### src/include/pes_pkg.sv
// pes_pkg: event codes, unit masks, register map and field layout
// assumes a 32-bit AXI4-Lite register bus with byte addresses
package pes_pkg;
    localparam int ADDR_W = 8;
    localparam logic [7:0] EV_SIMD_EXEC = 8'hB0;
    localparam logic [7:0] EV_SIMD_SAT = 8'hB1;
    localparam logic [7:0] EV_SIMD_UOP = 8'hB2;
    localparam logic [7:0] EV_SIMD_KIND = 8'hB3;
    localparam logic [7:0] EV_FP_TRANS = 8'hCC;
    localparam logic [7:0] EV_SIMD_ASSIST = 8'hCD;
    localparam logic [7:0] EV_SIMD_RET = 8'hCE;
    localparam logic [7:0] EV_SEG_STALL = 8'hD4;
    localparam logic [7:0] EV_SEG_REN = 8'hD5;
    localparam logic [7:0] EV_SEG_RET = 8'hD6;
    localparam logic [7:0] UM_NONE = 8'h00;
    localparam logic [7:0] UM_UOP_ALL = 8'h0F;
    localparam logic [7:0] UM_TO_SIMD = 8'h01;
    localparam int UM_STATE_W = 4;
    localparam int UM_KIND_W = 6;
    localparam int UM_ANY_AGENT_BIT = 5;
    localparam logic [ADDR_W-1:0] ADDR_SEL0 = 8'h00;
    localparam logic [ADDR_W-1:0] ADDR_SEL1 = 8'h04;
    localparam logic [ADDR_W-1:0] ADDR_CTR0 = 8'h08;
    localparam logic [ADDR_W-1:0] ADDR_CTR1 = 8'h0C;
    localparam logic [ADDR_W-1:0] ADDR_STATUS = 8'h10;
    localparam int SEL_CODE_LSB = 0;
    localparam int SEL_UM_LSB = 8;
    localparam int SEL_EN_BIT = 22;
    localparam logic [31:0] SEL_RESET = 32'h0000_0000;
    localparam logic [31:0] CTR_RESET = 32'h0000_0000;
    localparam logic [1:0] STATUS_RESET = 2'h0;
    localparam logic [1:0] RESP_OKAY = 2'h0;
    localparam logic [1:0] RESP_SLVERR = 2'h2;
endpackage

### src/hw/pes_counter.sv
// pes_counter: one event counter with software load and wrap pulse
// assumes the increment is already qualified by the select logic
module pes_counter #(
    parameter int W = 32,
    parameter int IW = 4
) (
    input wire logic sys_clk,
    input wire logic rst_b,
    input wire logic enable,
    input wire logic [IW-1:0] inc,
    input wire logic load,
    input wire logic [W-1:0] load_value,
    output logic [W-1:0] count,
    output logic wrap
);
    import pes_pkg::*;

    logic [W-1:0] count_reg;
    logic [W:0] sum;

    assign sum = {1'b0, count_reg} + {{(W + 1 - IW){1'b0}}, inc};
    // a software load wins over a same-cycle increment
    assign wrap = enable && !load && sum[W];
    assign count = count_reg;

    always_ff @(posedge sys_clk or negedge rst_b) begin
        if (!rst_b) begin
            count_reg <= CTR_RESET[W-1:0];
        end else if (load) begin
            count_reg <= load_value;
        end else if (enable) begin
            count_reg <= sum[W-1:0];
        end
    end
endmodule

### src/hw/pes_evt_match.sv
// pes_evt_match: turns one event select into a per-cycle increment
// assumes event inputs are synchronous counts or pulses from the core
module pes_evt_match #(
    parameter int EW = 2,
    parameter int IW = 4
) (
    input wire logic [7:0] code,
    input wire logic [7:0] umask,
    input wire logic [EW-1:0] simd_instr_executed_evt,
    input wire logic [EW-1:0] simd_move_store_evt,
    input wire logic [EW-1:0] simd_saturating_executed_evt,
    input wire logic [EW-1:0] simd_microop_executed_evt,
    input wire logic [pes_pkg::UM_KIND_W-1:0] simd_instr_kind_evt,
    input wire logic simd_to_float_evt,
    input wire logic float_to_simd_evt,
    input wire logic simd_assist_evt,
    input wire logic [EW-1:0] simd_instr_retired_evt,
    input wire logic [3:0] segment_rename_stall_evt,
    input wire logic [3:0] segment_rename_count_evt,
    input wire logic [EW-1:0] segment_rename_retired_evt,
    input wire logic cache_evt_valid,
    input wire logic [7:0] cache_evt_code,
    input wire logic [pes_pkg::UM_STATE_W-1:0] cache_evt_state,
    input wire logic bus_evt_valid,
    input wire logic [7:0] bus_evt_code,
    input wire logic bus_evt_self,
    output logic [IW-1:0] inc
);
    import pes_pkg::*;

    function automatic logic [IW-1:0] ones(input logic [7:0] v);
        logic [IW-1:0] n;
        n = '0;
        for (int i = 0; i < 8; i++) begin
            n = n + IW'(v[i]);
        end
        return ones_ret(n);
    endfunction

    function automatic logic [IW-1:0] ones_ret(input logic [IW-1:0] n);
        return n;
    endfunction

    wire logic um_none = (umask == UM_NONE);
    // stores of the move instructions are reported separately and taken out
    wire logic [EW-1:0] exec_net = (simd_instr_executed_evt > simd_move_store_evt) ?
        simd_instr_executed_evt - simd_move_store_evt : '0;
    // a zero state mask matches no line state, so no cache event counts
    wire logic cache_hit = cache_evt_valid && cache_evt_code == code &&
        |(cache_evt_state & umask[UM_STATE_W-1:0]);
    wire logic bus_hit = bus_evt_valid && bus_evt_code == code &&
        (bus_evt_self || umask[UM_ANY_AGENT_BIT]);

    always_comb begin
        inc = '0;
        case (code)
            EV_SIMD_EXEC: inc = um_none ? IW'(exec_net) : '0;
            EV_SIMD_SAT: inc = um_none ? IW'(simd_saturating_executed_evt) : '0;
            EV_SIMD_UOP: inc = (umask == UM_UOP_ALL) ?
                IW'(simd_microop_executed_evt) : '0;
            EV_SIMD_KIND: inc = ones({2'h0, simd_instr_kind_evt & umask[5:0]});
            EV_FP_TRANS: inc = um_none ? IW'(simd_to_float_evt) :
                (umask == UM_TO_SIMD) ? IW'(float_to_simd_evt) : '0;
            EV_SIMD_ASSIST: inc = um_none ? IW'(simd_assist_evt) : '0;
            EV_SIMD_RET: inc = um_none ? IW'(simd_instr_retired_evt) : '0;
            EV_SEG_STALL: inc = ones({4'h0, segment_rename_stall_evt & umask[3:0]});
            // bit 3 taken as the fourth segment register
            EV_SEG_REN: inc = ones({4'h0, segment_rename_count_evt & umask[3:0]});
            EV_SEG_RET: inc = um_none ? IW'(segment_rename_retired_evt) : '0;
            default: inc = IW'(cache_hit) + IW'(bus_hit);
        endcase
    end
endmodule

### src/hw/pes_top.sv
// pes_top: two event selects and counters for simd and segment events
// Function
// - B0/00 counts simd executed, move stores excluded
// - B1/00 counts saturating simd instructions executed
// - B2/0F counts simd micro-ops executed
// - B3 counts simd instructions by mask-selected kind
// - CC counts simd/float transitions, mask picks direction
// - CD/00 counts simd assists
// - CE/00 counts simd instructions at retirement
// - D4 counts rename stalls of masked segments
// - D5 counts renames of masked segment registers
// - D6/00 counts retired segment rename events
// - cache events qualified by low mask nibble
// - mask bits 3..0 select M, E, S, I
// - zero state mask counts no cache events; bus events still count
// - bus events qualified by each select's own mask
// - mask bit 5 picks self or any agent
// assumes AXI4-Lite master, core event inputs synchronous to sys_clk
//
// Decided for this implementation: the AXI4-Lite interface to the registers and the register addresses.
module pes_top #(
    parameter int EW = 2,
    parameter int IW = 4,
    parameter int CW = 32
) (
    input wire logic sys_clk,
    input wire logic rst_b,
    input wire logic [pes_pkg::ADDR_W-1:0] s_axi_awaddr,
    input wire logic s_axi_awvalid,
    output logic s_axi_awready,
    input wire logic [31:0] s_axi_wdata,
    input wire logic [3:0] s_axi_wstrb,
    input wire logic s_axi_wvalid,
    output logic s_axi_wready,
    output logic [1:0] s_axi_bresp,
    output logic s_axi_bvalid,
    input wire logic s_axi_bready,
    input wire logic [pes_pkg::ADDR_W-1:0] s_axi_araddr,
    input wire logic s_axi_arvalid,
    output logic s_axi_arready,
    output logic [31:0] s_axi_rdata,
    output logic [1:0] s_axi_rresp,
    output logic s_axi_rvalid,
    input wire logic s_axi_rready,
    input wire logic [EW-1:0] simd_instr_executed_evt,
    input wire logic [EW-1:0] simd_move_store_evt,
    input wire logic [EW-1:0] simd_saturating_executed_evt,
    input wire logic [EW-1:0] simd_microop_executed_evt,
    input wire logic [pes_pkg::UM_KIND_W-1:0] simd_instr_kind_evt,
    input wire logic simd_to_float_evt,
    input wire logic float_to_simd_evt,
    input wire logic simd_assist_evt,
    input wire logic [EW-1:0] simd_instr_retired_evt,
    input wire logic [3:0] segment_rename_stall_evt,
    input wire logic [3:0] segment_rename_count_evt,
    input wire logic [EW-1:0] segment_rename_retired_evt,
    input wire logic cache_evt_valid,
    input wire logic [7:0] cache_evt_code,
    input wire logic [pes_pkg::UM_STATE_W-1:0] cache_evt_state,
    input wire logic bus_evt_valid,
    input wire logic [7:0] bus_evt_code,
    input wire logic bus_evt_self
);
    import pes_pkg::*;

    logic [ADDR_W-1:0] awaddr_reg;
    logic aw_held_reg;
    logic [31:0] wdata_reg;
    logic [3:0] wstrb_reg;
    logic w_held_reg;
    logic bvalid_reg;
    logic [1:0] bresp_reg;
    logic rvalid_reg;
    logic [1:0] rresp_reg;
    logic [31:0] rdata_reg;
    logic [31:0] sel_reg [2];
    logic [1:0] status_reg;
    logic [1:0] status_next;
    logic [CW-1:0] ctr [2];
    logic [1:0] wrap;
    logic [IW-1:0] inc [2];

    function automatic logic [31:0] merge(input logic [31:0] old, input logic [31:0] nw,
                                          input logic [3:0] strb);
        logic [31:0] r;
        r = old;
        for (int b = 0; b < 4; b++) begin
            if (strb[b]) begin
                r[8*b +: 8] = nw[8*b +: 8];
            end
        end
        return r;
    endfunction

    // write side: address and data may arrive in either order
    wire logic aw_take = s_axi_awvalid && s_axi_awready;
    wire logic w_take = s_axi_wvalid && s_axi_wready;
    wire logic [ADDR_W-1:0] wr_addr = aw_take ? s_axi_awaddr : awaddr_reg;
    wire logic [31:0] wr_data = w_take ? s_axi_wdata : wdata_reg;
    wire logic [3:0] wr_strb = w_take ? s_axi_wstrb : wstrb_reg;
    wire logic wr_go = (aw_take || aw_held_reg) && (w_take || w_held_reg);
    wire logic wr_sel0 = wr_go && wr_addr == ADDR_SEL0;
    wire logic wr_sel1 = wr_go && wr_addr == ADDR_SEL1;
    wire logic wr_ctr0 = wr_go && wr_addr == ADDR_CTR0;
    wire logic wr_ctr1 = wr_go && wr_addr == ADDR_CTR1;
    wire logic wr_stat = wr_go && wr_addr == ADDR_STATUS;
    wire logic wr_hit = wr_sel0 || wr_sel1 || wr_ctr0 || wr_ctr1 || wr_stat;

    assign s_axi_awready = !aw_held_reg && !bvalid_reg;
    assign s_axi_wready = !w_held_reg && !bvalid_reg;
    assign s_axi_bvalid = bvalid_reg;
    assign s_axi_bresp = bresp_reg;

    always_ff @(posedge sys_clk or negedge rst_b) begin
        if (!rst_b) begin
            aw_held_reg <= 1'b0;
            awaddr_reg <= '0;
        end else begin
            aw_held_reg <= (aw_held_reg || aw_take) && !wr_go;
            if (aw_take) begin
                awaddr_reg <= s_axi_awaddr;
            end
        end
    end

    always_ff @(posedge sys_clk or negedge rst_b) begin
        if (!rst_b) begin
            w_held_reg <= 1'b0;
            wdata_reg <= '0;
            wstrb_reg <= '0;
        end else begin
            w_held_reg <= (w_held_reg || w_take) && !wr_go;
            if (w_take) begin
                wdata_reg <= s_axi_wdata;
                wstrb_reg <= s_axi_wstrb;
            end
        end
    end

    always_ff @(posedge sys_clk or negedge rst_b) begin
        if (!rst_b) begin
            bvalid_reg <= 1'b0;
            bresp_reg <= RESP_OKAY;
        end else if (wr_go) begin
            bvalid_reg <= 1'b1;
            bresp_reg <= wr_hit ? RESP_OKAY : RESP_SLVERR;
        end else if (s_axi_bready) begin
            bvalid_reg <= 1'b0;
        end
    end

    // event selects steer the matchers; cleared selects count nothing
    always_ff @(posedge sys_clk or negedge rst_b) begin
        if (!rst_b) begin
            sel_reg[0] <= SEL_RESET;
            sel_reg[1] <= SEL_RESET;
        end else begin
            if (wr_sel0) begin
                sel_reg[0] <= merge(sel_reg[0], wr_data, wr_strb);
            end
            if (wr_sel1) begin
                sel_reg[1] <= merge(sel_reg[1], wr_data, wr_strb);
            end
        end
    end

    // wrap flags: write one clears, a wrap in the same cycle wins
    assign status_next = (status_reg & ~(wr_stat ? wr_data[1:0] & {2{wr_strb[0]}} : 2'h0))
        | wrap;

    always_ff @(posedge sys_clk or negedge rst_b) begin
        if (!rst_b) begin
            status_reg <= STATUS_RESET;
        end else begin
            status_reg <= status_next;
        end
    end

    // read side: one-cycle registered answer, slave error off the map
    wire logic ar_take = s_axi_arvalid && s_axi_arready;
    wire logic rd_sel0 = s_axi_araddr == ADDR_SEL0;
    wire logic rd_sel1 = s_axi_araddr == ADDR_SEL1;
    wire logic rd_ctr0 = s_axi_araddr == ADDR_CTR0;
    wire logic rd_ctr1 = s_axi_araddr == ADDR_CTR1;
    wire logic rd_stat = s_axi_araddr == ADDR_STATUS;
    wire logic rd_hit = rd_sel0 || rd_sel1 || rd_ctr0 || rd_ctr1 || rd_stat;
    wire logic [31:0] rd_mux = rd_sel0 ? sel_reg[0] :
                               rd_sel1 ? sel_reg[1] :
                               rd_ctr0 ? 32'(ctr[0]) :
                               rd_ctr1 ? 32'(ctr[1]) :
                               rd_stat ? {30'h0, status_reg} : 32'h0;

    assign s_axi_arready = !rvalid_reg;
    assign s_axi_rvalid = rvalid_reg;
    assign s_axi_rdata = rdata_reg;
    assign s_axi_rresp = rresp_reg;

    always_ff @(posedge sys_clk or negedge rst_b) begin
        if (!rst_b) begin
            rvalid_reg <= 1'b0;
            rdata_reg <= '0;
            rresp_reg <= RESP_OKAY;
        end else if (ar_take) begin
            rvalid_reg <= 1'b1;
            rdata_reg <= rd_mux;
            rresp_reg <= rd_hit ? RESP_OKAY : RESP_SLVERR;
        end else if (s_axi_rready) begin
            rvalid_reg <= 1'b0;
        end
    end

    // one matcher and counter per select; both qualify by their own mask
    for (genvar g = 0; g < 2; g++) begin : g_chan
        wire logic [31:0] sel = sel_reg[g];
        wire logic ld = (g == 0) ? wr_ctr0 : wr_ctr1;

        pes_evt_match #(.EW(EW), .IW(IW)) u_match (
            .code(sel[SEL_CODE_LSB +: 8]),
            .umask(sel[SEL_UM_LSB +: 8]),
            .simd_instr_executed_evt(simd_instr_executed_evt),
            .simd_move_store_evt(simd_move_store_evt),
            .simd_saturating_executed_evt(simd_saturating_executed_evt),
            .simd_microop_executed_evt(simd_microop_executed_evt),
            .simd_instr_kind_evt(simd_instr_kind_evt),
            .simd_to_float_evt(simd_to_float_evt),
            .float_to_simd_evt(float_to_simd_evt),
            .simd_assist_evt(simd_assist_evt),
            .simd_instr_retired_evt(simd_instr_retired_evt),
            .segment_rename_stall_evt(segment_rename_stall_evt),
            .segment_rename_count_evt(segment_rename_count_evt),
            .segment_rename_retired_evt(segment_rename_retired_evt),
            .cache_evt_valid(cache_evt_valid),
            .cache_evt_code(cache_evt_code),
            .cache_evt_state(cache_evt_state),
            .bus_evt_valid(bus_evt_valid),
            .bus_evt_code(bus_evt_code),
            .bus_evt_self(bus_evt_self),
            .inc(inc[g])
        );

        pes_counter #(.W(CW), .IW(IW)) u_ctr (
            .sys_clk(sys_clk),
            .rst_b(rst_b),
            .enable(sel[SEL_EN_BIT]),
            .inc(inc[g]),
            .load(ld),
            .load_value(CW'(merge(32'(ctr[g]), wr_data, wr_strb))),
            .count(ctr[g]),
            .wrap(wrap[g])
        );
    end

    wire logic [7:0] code0 = sel_reg[0][SEL_CODE_LSB +: 8];
    wire logic [7:0] um0 = sel_reg[0][SEL_UM_LSB +: 8];
    wire logic en0 = sel_reg[0][SEL_EN_BIT];
endmodule

### config.mk
export PLATFORM = sky130hd
export DESIGN_NAME = pes_top
export DESIGN_NICKNAME = d
export VERILOG_FILES = /design/src/include/pes_pkg.sv /design/src/hw/pes_counter.sv /design/src/hw/pes_evt_match.sv /design/src/hw/pes_top.sv
export SDC_FILE = /design/constraint.sdc
export NUM_CORES = 1
export LEC_CHECK = 0
export BUFFER_PORTS_ARGS = -buffer_cell sky130_fd_sc_hd__buf_2
export CORE_UTILIZATION = 60
export CTS_BUF_LIST = sky130_fd_sc_hd__clkbuf_2 sky130_fd_sc_hd__clkbuf_4 sky130_fd_sc_hd__clkbuf_8
export CTS_CLUSTER_SIZE = 40
export DETAILED_ROUTE_END_ITERATION = 12
export PLACE_DENSITY_LB_ADDON = 0.25
export SYNTH_ARGS = -nofsm -noshare
export SYNTH_HDL_FRONTEND = slang
export SYNTH_SLANG_ARGS = --single-unit
### constraint.sdc
create_clock -name sys_clk -period 13.4 [get_ports sys_clk]
set_clock_uncertainty 0.05 [all_clocks]
set_input_delay 0.67 -clock sys_clk [delete_from_list [all_inputs] [get_ports sys_clk]]
set_output_delay 0.67 -clock sys_clk [all_outputs]
set_load 0.1 [all_outputs]
==> metrics.md <==
| Metric | Value |
|---|---|
| Outcome | `completed` |
| Vias in the first global route | `10,500` |
| Post-CTS Resized | `0` |
| Post-layout minimum cycle time | `5.28 ns` |
| Core area | `20,200 um^2` |
| Die Footprint | `21,300 um^2` |
| All-Layer GR Usage | `around a third` |
| Final hold slack | `roughly 0.26 ns` |
| Clock Path Buffers | `3` |
| Crit path kind | `reg2reg` |
| Top cells by area, synth | `dfrtp_1, nand2_1, o21ai_0` |
| Dpl ws | `just over 8 ns` |
| # setup viols final | `0` |
| Asr flop ratio synth | `100%` |
| Proportion of layout cells with a drive suffix above 1 | `18.9%` |
| CTS HTree Levels | `2` |
| Pwr/cell area | `184 nW/um^2` |
| Routed wire length per instance | `just over 20 um` |
| Total grt overflow | `0` |
| # Max-Cap Violations | `0` |
| Synthesized area per cell | `roughly 9 um^2` |
| Met1 usage | `51.8%` |
| Fin worst setup slack | `around 8 ns` |
| Initial Util | `61.3%` |
| Final wirelength | `between 30,000 and 40,000 um` |
| Clk sinks | `between 200 and 250` |
| Max stage delay cell, worst path | `nor4b_1` |
| Largest net degree at the start of global routing | `132` |
| Final Hold Fails | `0` |
| Max-slew violations | `0` |
| Crit-path max cell delay | `0.67 ns` |
| Hold-fix buffers, CTS | `0` |
| Final worst path period share | `39.4%` |
| Later-pin clock latency in the skew report | `0.52 ns` |
| Top Ports | `152` |
| Final instance area | `14,000 um^2` |
| Area delta synth->final | `12.7%` |
| Setup TNS | `0 ns` |
| Root Buffer | `clkbuf_8` |
| Crit-path max FO | `11` |
| TritonCTS clock tree | `built` |
| WP data required | `13.76 ns` |
| CTS Buf Count | `36` |
| DR vias | `between 10,000 and 15,000` |
| DP Area | `13,300 um^2` |
| Routing usage on met3 | `~7.0%` |
| Worst min path class | `in2async` |
| Post-CTS setup buffers | `0` |
| CP arrival | `~5.7 ns` |
| DR vias/cell | `about 6.3` |
| DRC | `0` |
| Worst Tran Pin Value | `1.08 ns` |
| RSZ-0062 raised after global routing | `false` |
| Synth cell types | `67` |
| Hpwl dp | `25,900 um` |
| # rows | `52` |
| Worst path most repeated cell | `fa_1` |
| Critical path capture point type | `flip-flop` |
| Top cell type's share of synthesized area | `42.7%` |
| Antenna-violating nets left | `0` |
| Die X | `146 um` |
| Leak Pwr | `between 0.006 and 0.007 uW` |
| Mapped cell area | `12,400 um^2` |
| Port Buf Inserts | `149` |
| Iteration-0 DRC Markers | `1,185` |
| Worst rel slew slack | `26.0%` |
| F_max | `0.189 GHz` |
| DR pass1 iterations | `8` |
| Synth warn | `0` |
| Die Y | `146 um` |
| Placer congestion estimate | `between 0.9 and 1` |
| Post-synth top area cell | `dfrtp_1` |
| Startpoint types | `flip-flop` |
| Clock slew at reported path FFs | `0.07 ns` |
| Sequential area share after synthesis | `42.7%` |
| Initial antenna violation count | `0` |
| Gr busiest metal | `met1` |
| Post-synth EDFFs | `0` |
| FF+latch count, synth | `212` |
| Gate Count Post-Synth | `1,338` |
| Global-route wire length before repair | `57,900 um` |
| Nets@finish | `approximately 1,600` |
| Synth Flop Type | `dfrtp_1` |
| Largest vdd supply drop | `0.231 mV` |
| Ant. Diodes | `0` |
| Met2 GRT Util | `51.5%` |
| Worst-path cell chain | `and2_1 > ha_1 > fa_1 > inv_1 > fa_1 > fa_1 > nor3_1 > a211oi_1 > a21oi_1 > fa_1 > a21o_1 > nor4b_1 > nand4_1 > nor4_1 > a22o_1 > nor2_1` |
-- stage by stage --
step	utilization [%]	cells	total power [uW]
2_1_floorplan	-	1339	1660
3_3_place_gp	65.7	1698	1950
3_5_place_dp	65.7	1698	1980
4_1_cts	69.2	1755	2560
5_1_grt	69.2	1755	2710
6_report	69.2	1755	2570
-- report_power, final --
part           leakage (uW)  switching (uW)  internal, uW  total [uW]
logic               0.00311             543           318         862
clock network      0.000376             254           321         576
registers           0.00277             274           858        1130
total               0.00626            1070          1500        2570
-- final timing paths --
kind / start / end / slack [ns] / cells after the start
setup / recovery: g_chan[0].sel[8] / g_chan[0].u_ctr.count[26] / 8.12 / 16
hold / removal: rst_b / s_axi_rdata[8] / 0.26 / 1
setup reg to reg: g_chan[0].sel[8] / g_chan[0].u_ctr.count[26] / 8.12 / 16
hold reg to reg: awaddr_reg[7] / awaddr_reg[7] / 0.42 / 2
max in group asynchronous: rst_b / g_chan[0].u_ctr.count[19] / 11.32 / 2
min in group sys_clk: s_axi_bready / s_axi_bvalid / 0.27 / 2
-- critical path, delay by kind of cell, from the launching register on --
kind | cells | cell delay, ns
adder cells (fa/ha/maj) | 5 | 2.03
AND/OR/NAND/NOR | 6 | 1.79
AO/OA/AOI/OAI | 4 | 0.74
flip-flops | 1 | 0.52
buffers and inverters | 1 | 0.05
-- placed cells by master, fill, tap and decap left out, drive strengths merged, types with 13 or more instances in the layout --
cell | netlist | layout
a211oi | 26 | 26
a221oi | 24 | 24
xnor2 | 20 | 20
ha | 20 | 20
buf | 16 | 159
nand2 | 243 | 243
mux4 | 30 | 30
a21oi | 60 | 60
and2 | 22 | 22
xor2 | 15 | 15
mux2i | 44 | 44
clkbuf | 55 | 54
nor2 | 66 | 66
nand4 | 19 | 19
nand3 | 31 | 31
nor3 | 39 | 39
dfrtp | 212 | 212
inv | 72 | 72
nor4 | 18 | 18
o21ai | 138 | 138
fa | 13 | 13
nand2b | 14 | 14
-- cells by family (layout without fill, tap and decap cells) --
kind of cell    after synthesis  count (layout)  synth area share, %
compound gates              323             323                 16.8
mux                          80              80                 9.54
other cells                   1               2               0.0302
buf+inv                     143             289                 4.73
flops                       212             212                 42.7
xor+xnor                     35              35                 2.47
simple gates                511             511                 19.6
fa+ha+maj                    33              33                 4.11
-- cell usage after synthesis (22+ instances only) --
library cell and instances:
inv_1 72, nand3_1 31, mux4_2 30, nor2_1 63, o21ai_0 138, clkbuf_1 55, mux2i_1 44, a21oi_1 60
and2_1 22, dfrtp_1 212, nor3_1 39, nand2_1 243
-- area by class of cell --
cell class              count  area [um^2]
well taps                 270          338
inverters                  72          270
repair buffers            160          837
multi-input cells         984         6540
flip-flops and latches    212         5310
clock inverters             4         20.0
clock buffers              53          679
fillers                  1583         6240
-- layer usage --
layer | share of wire (%) | vias up
li1 | - | 5067
met1 | 44 | 5330
met2 | 44 | 603
met3 | 9.5 | 96
met4 | 2.5 | 0
met5 | 0 | -
Note: power is estimated with default switching activity, not from simulation.
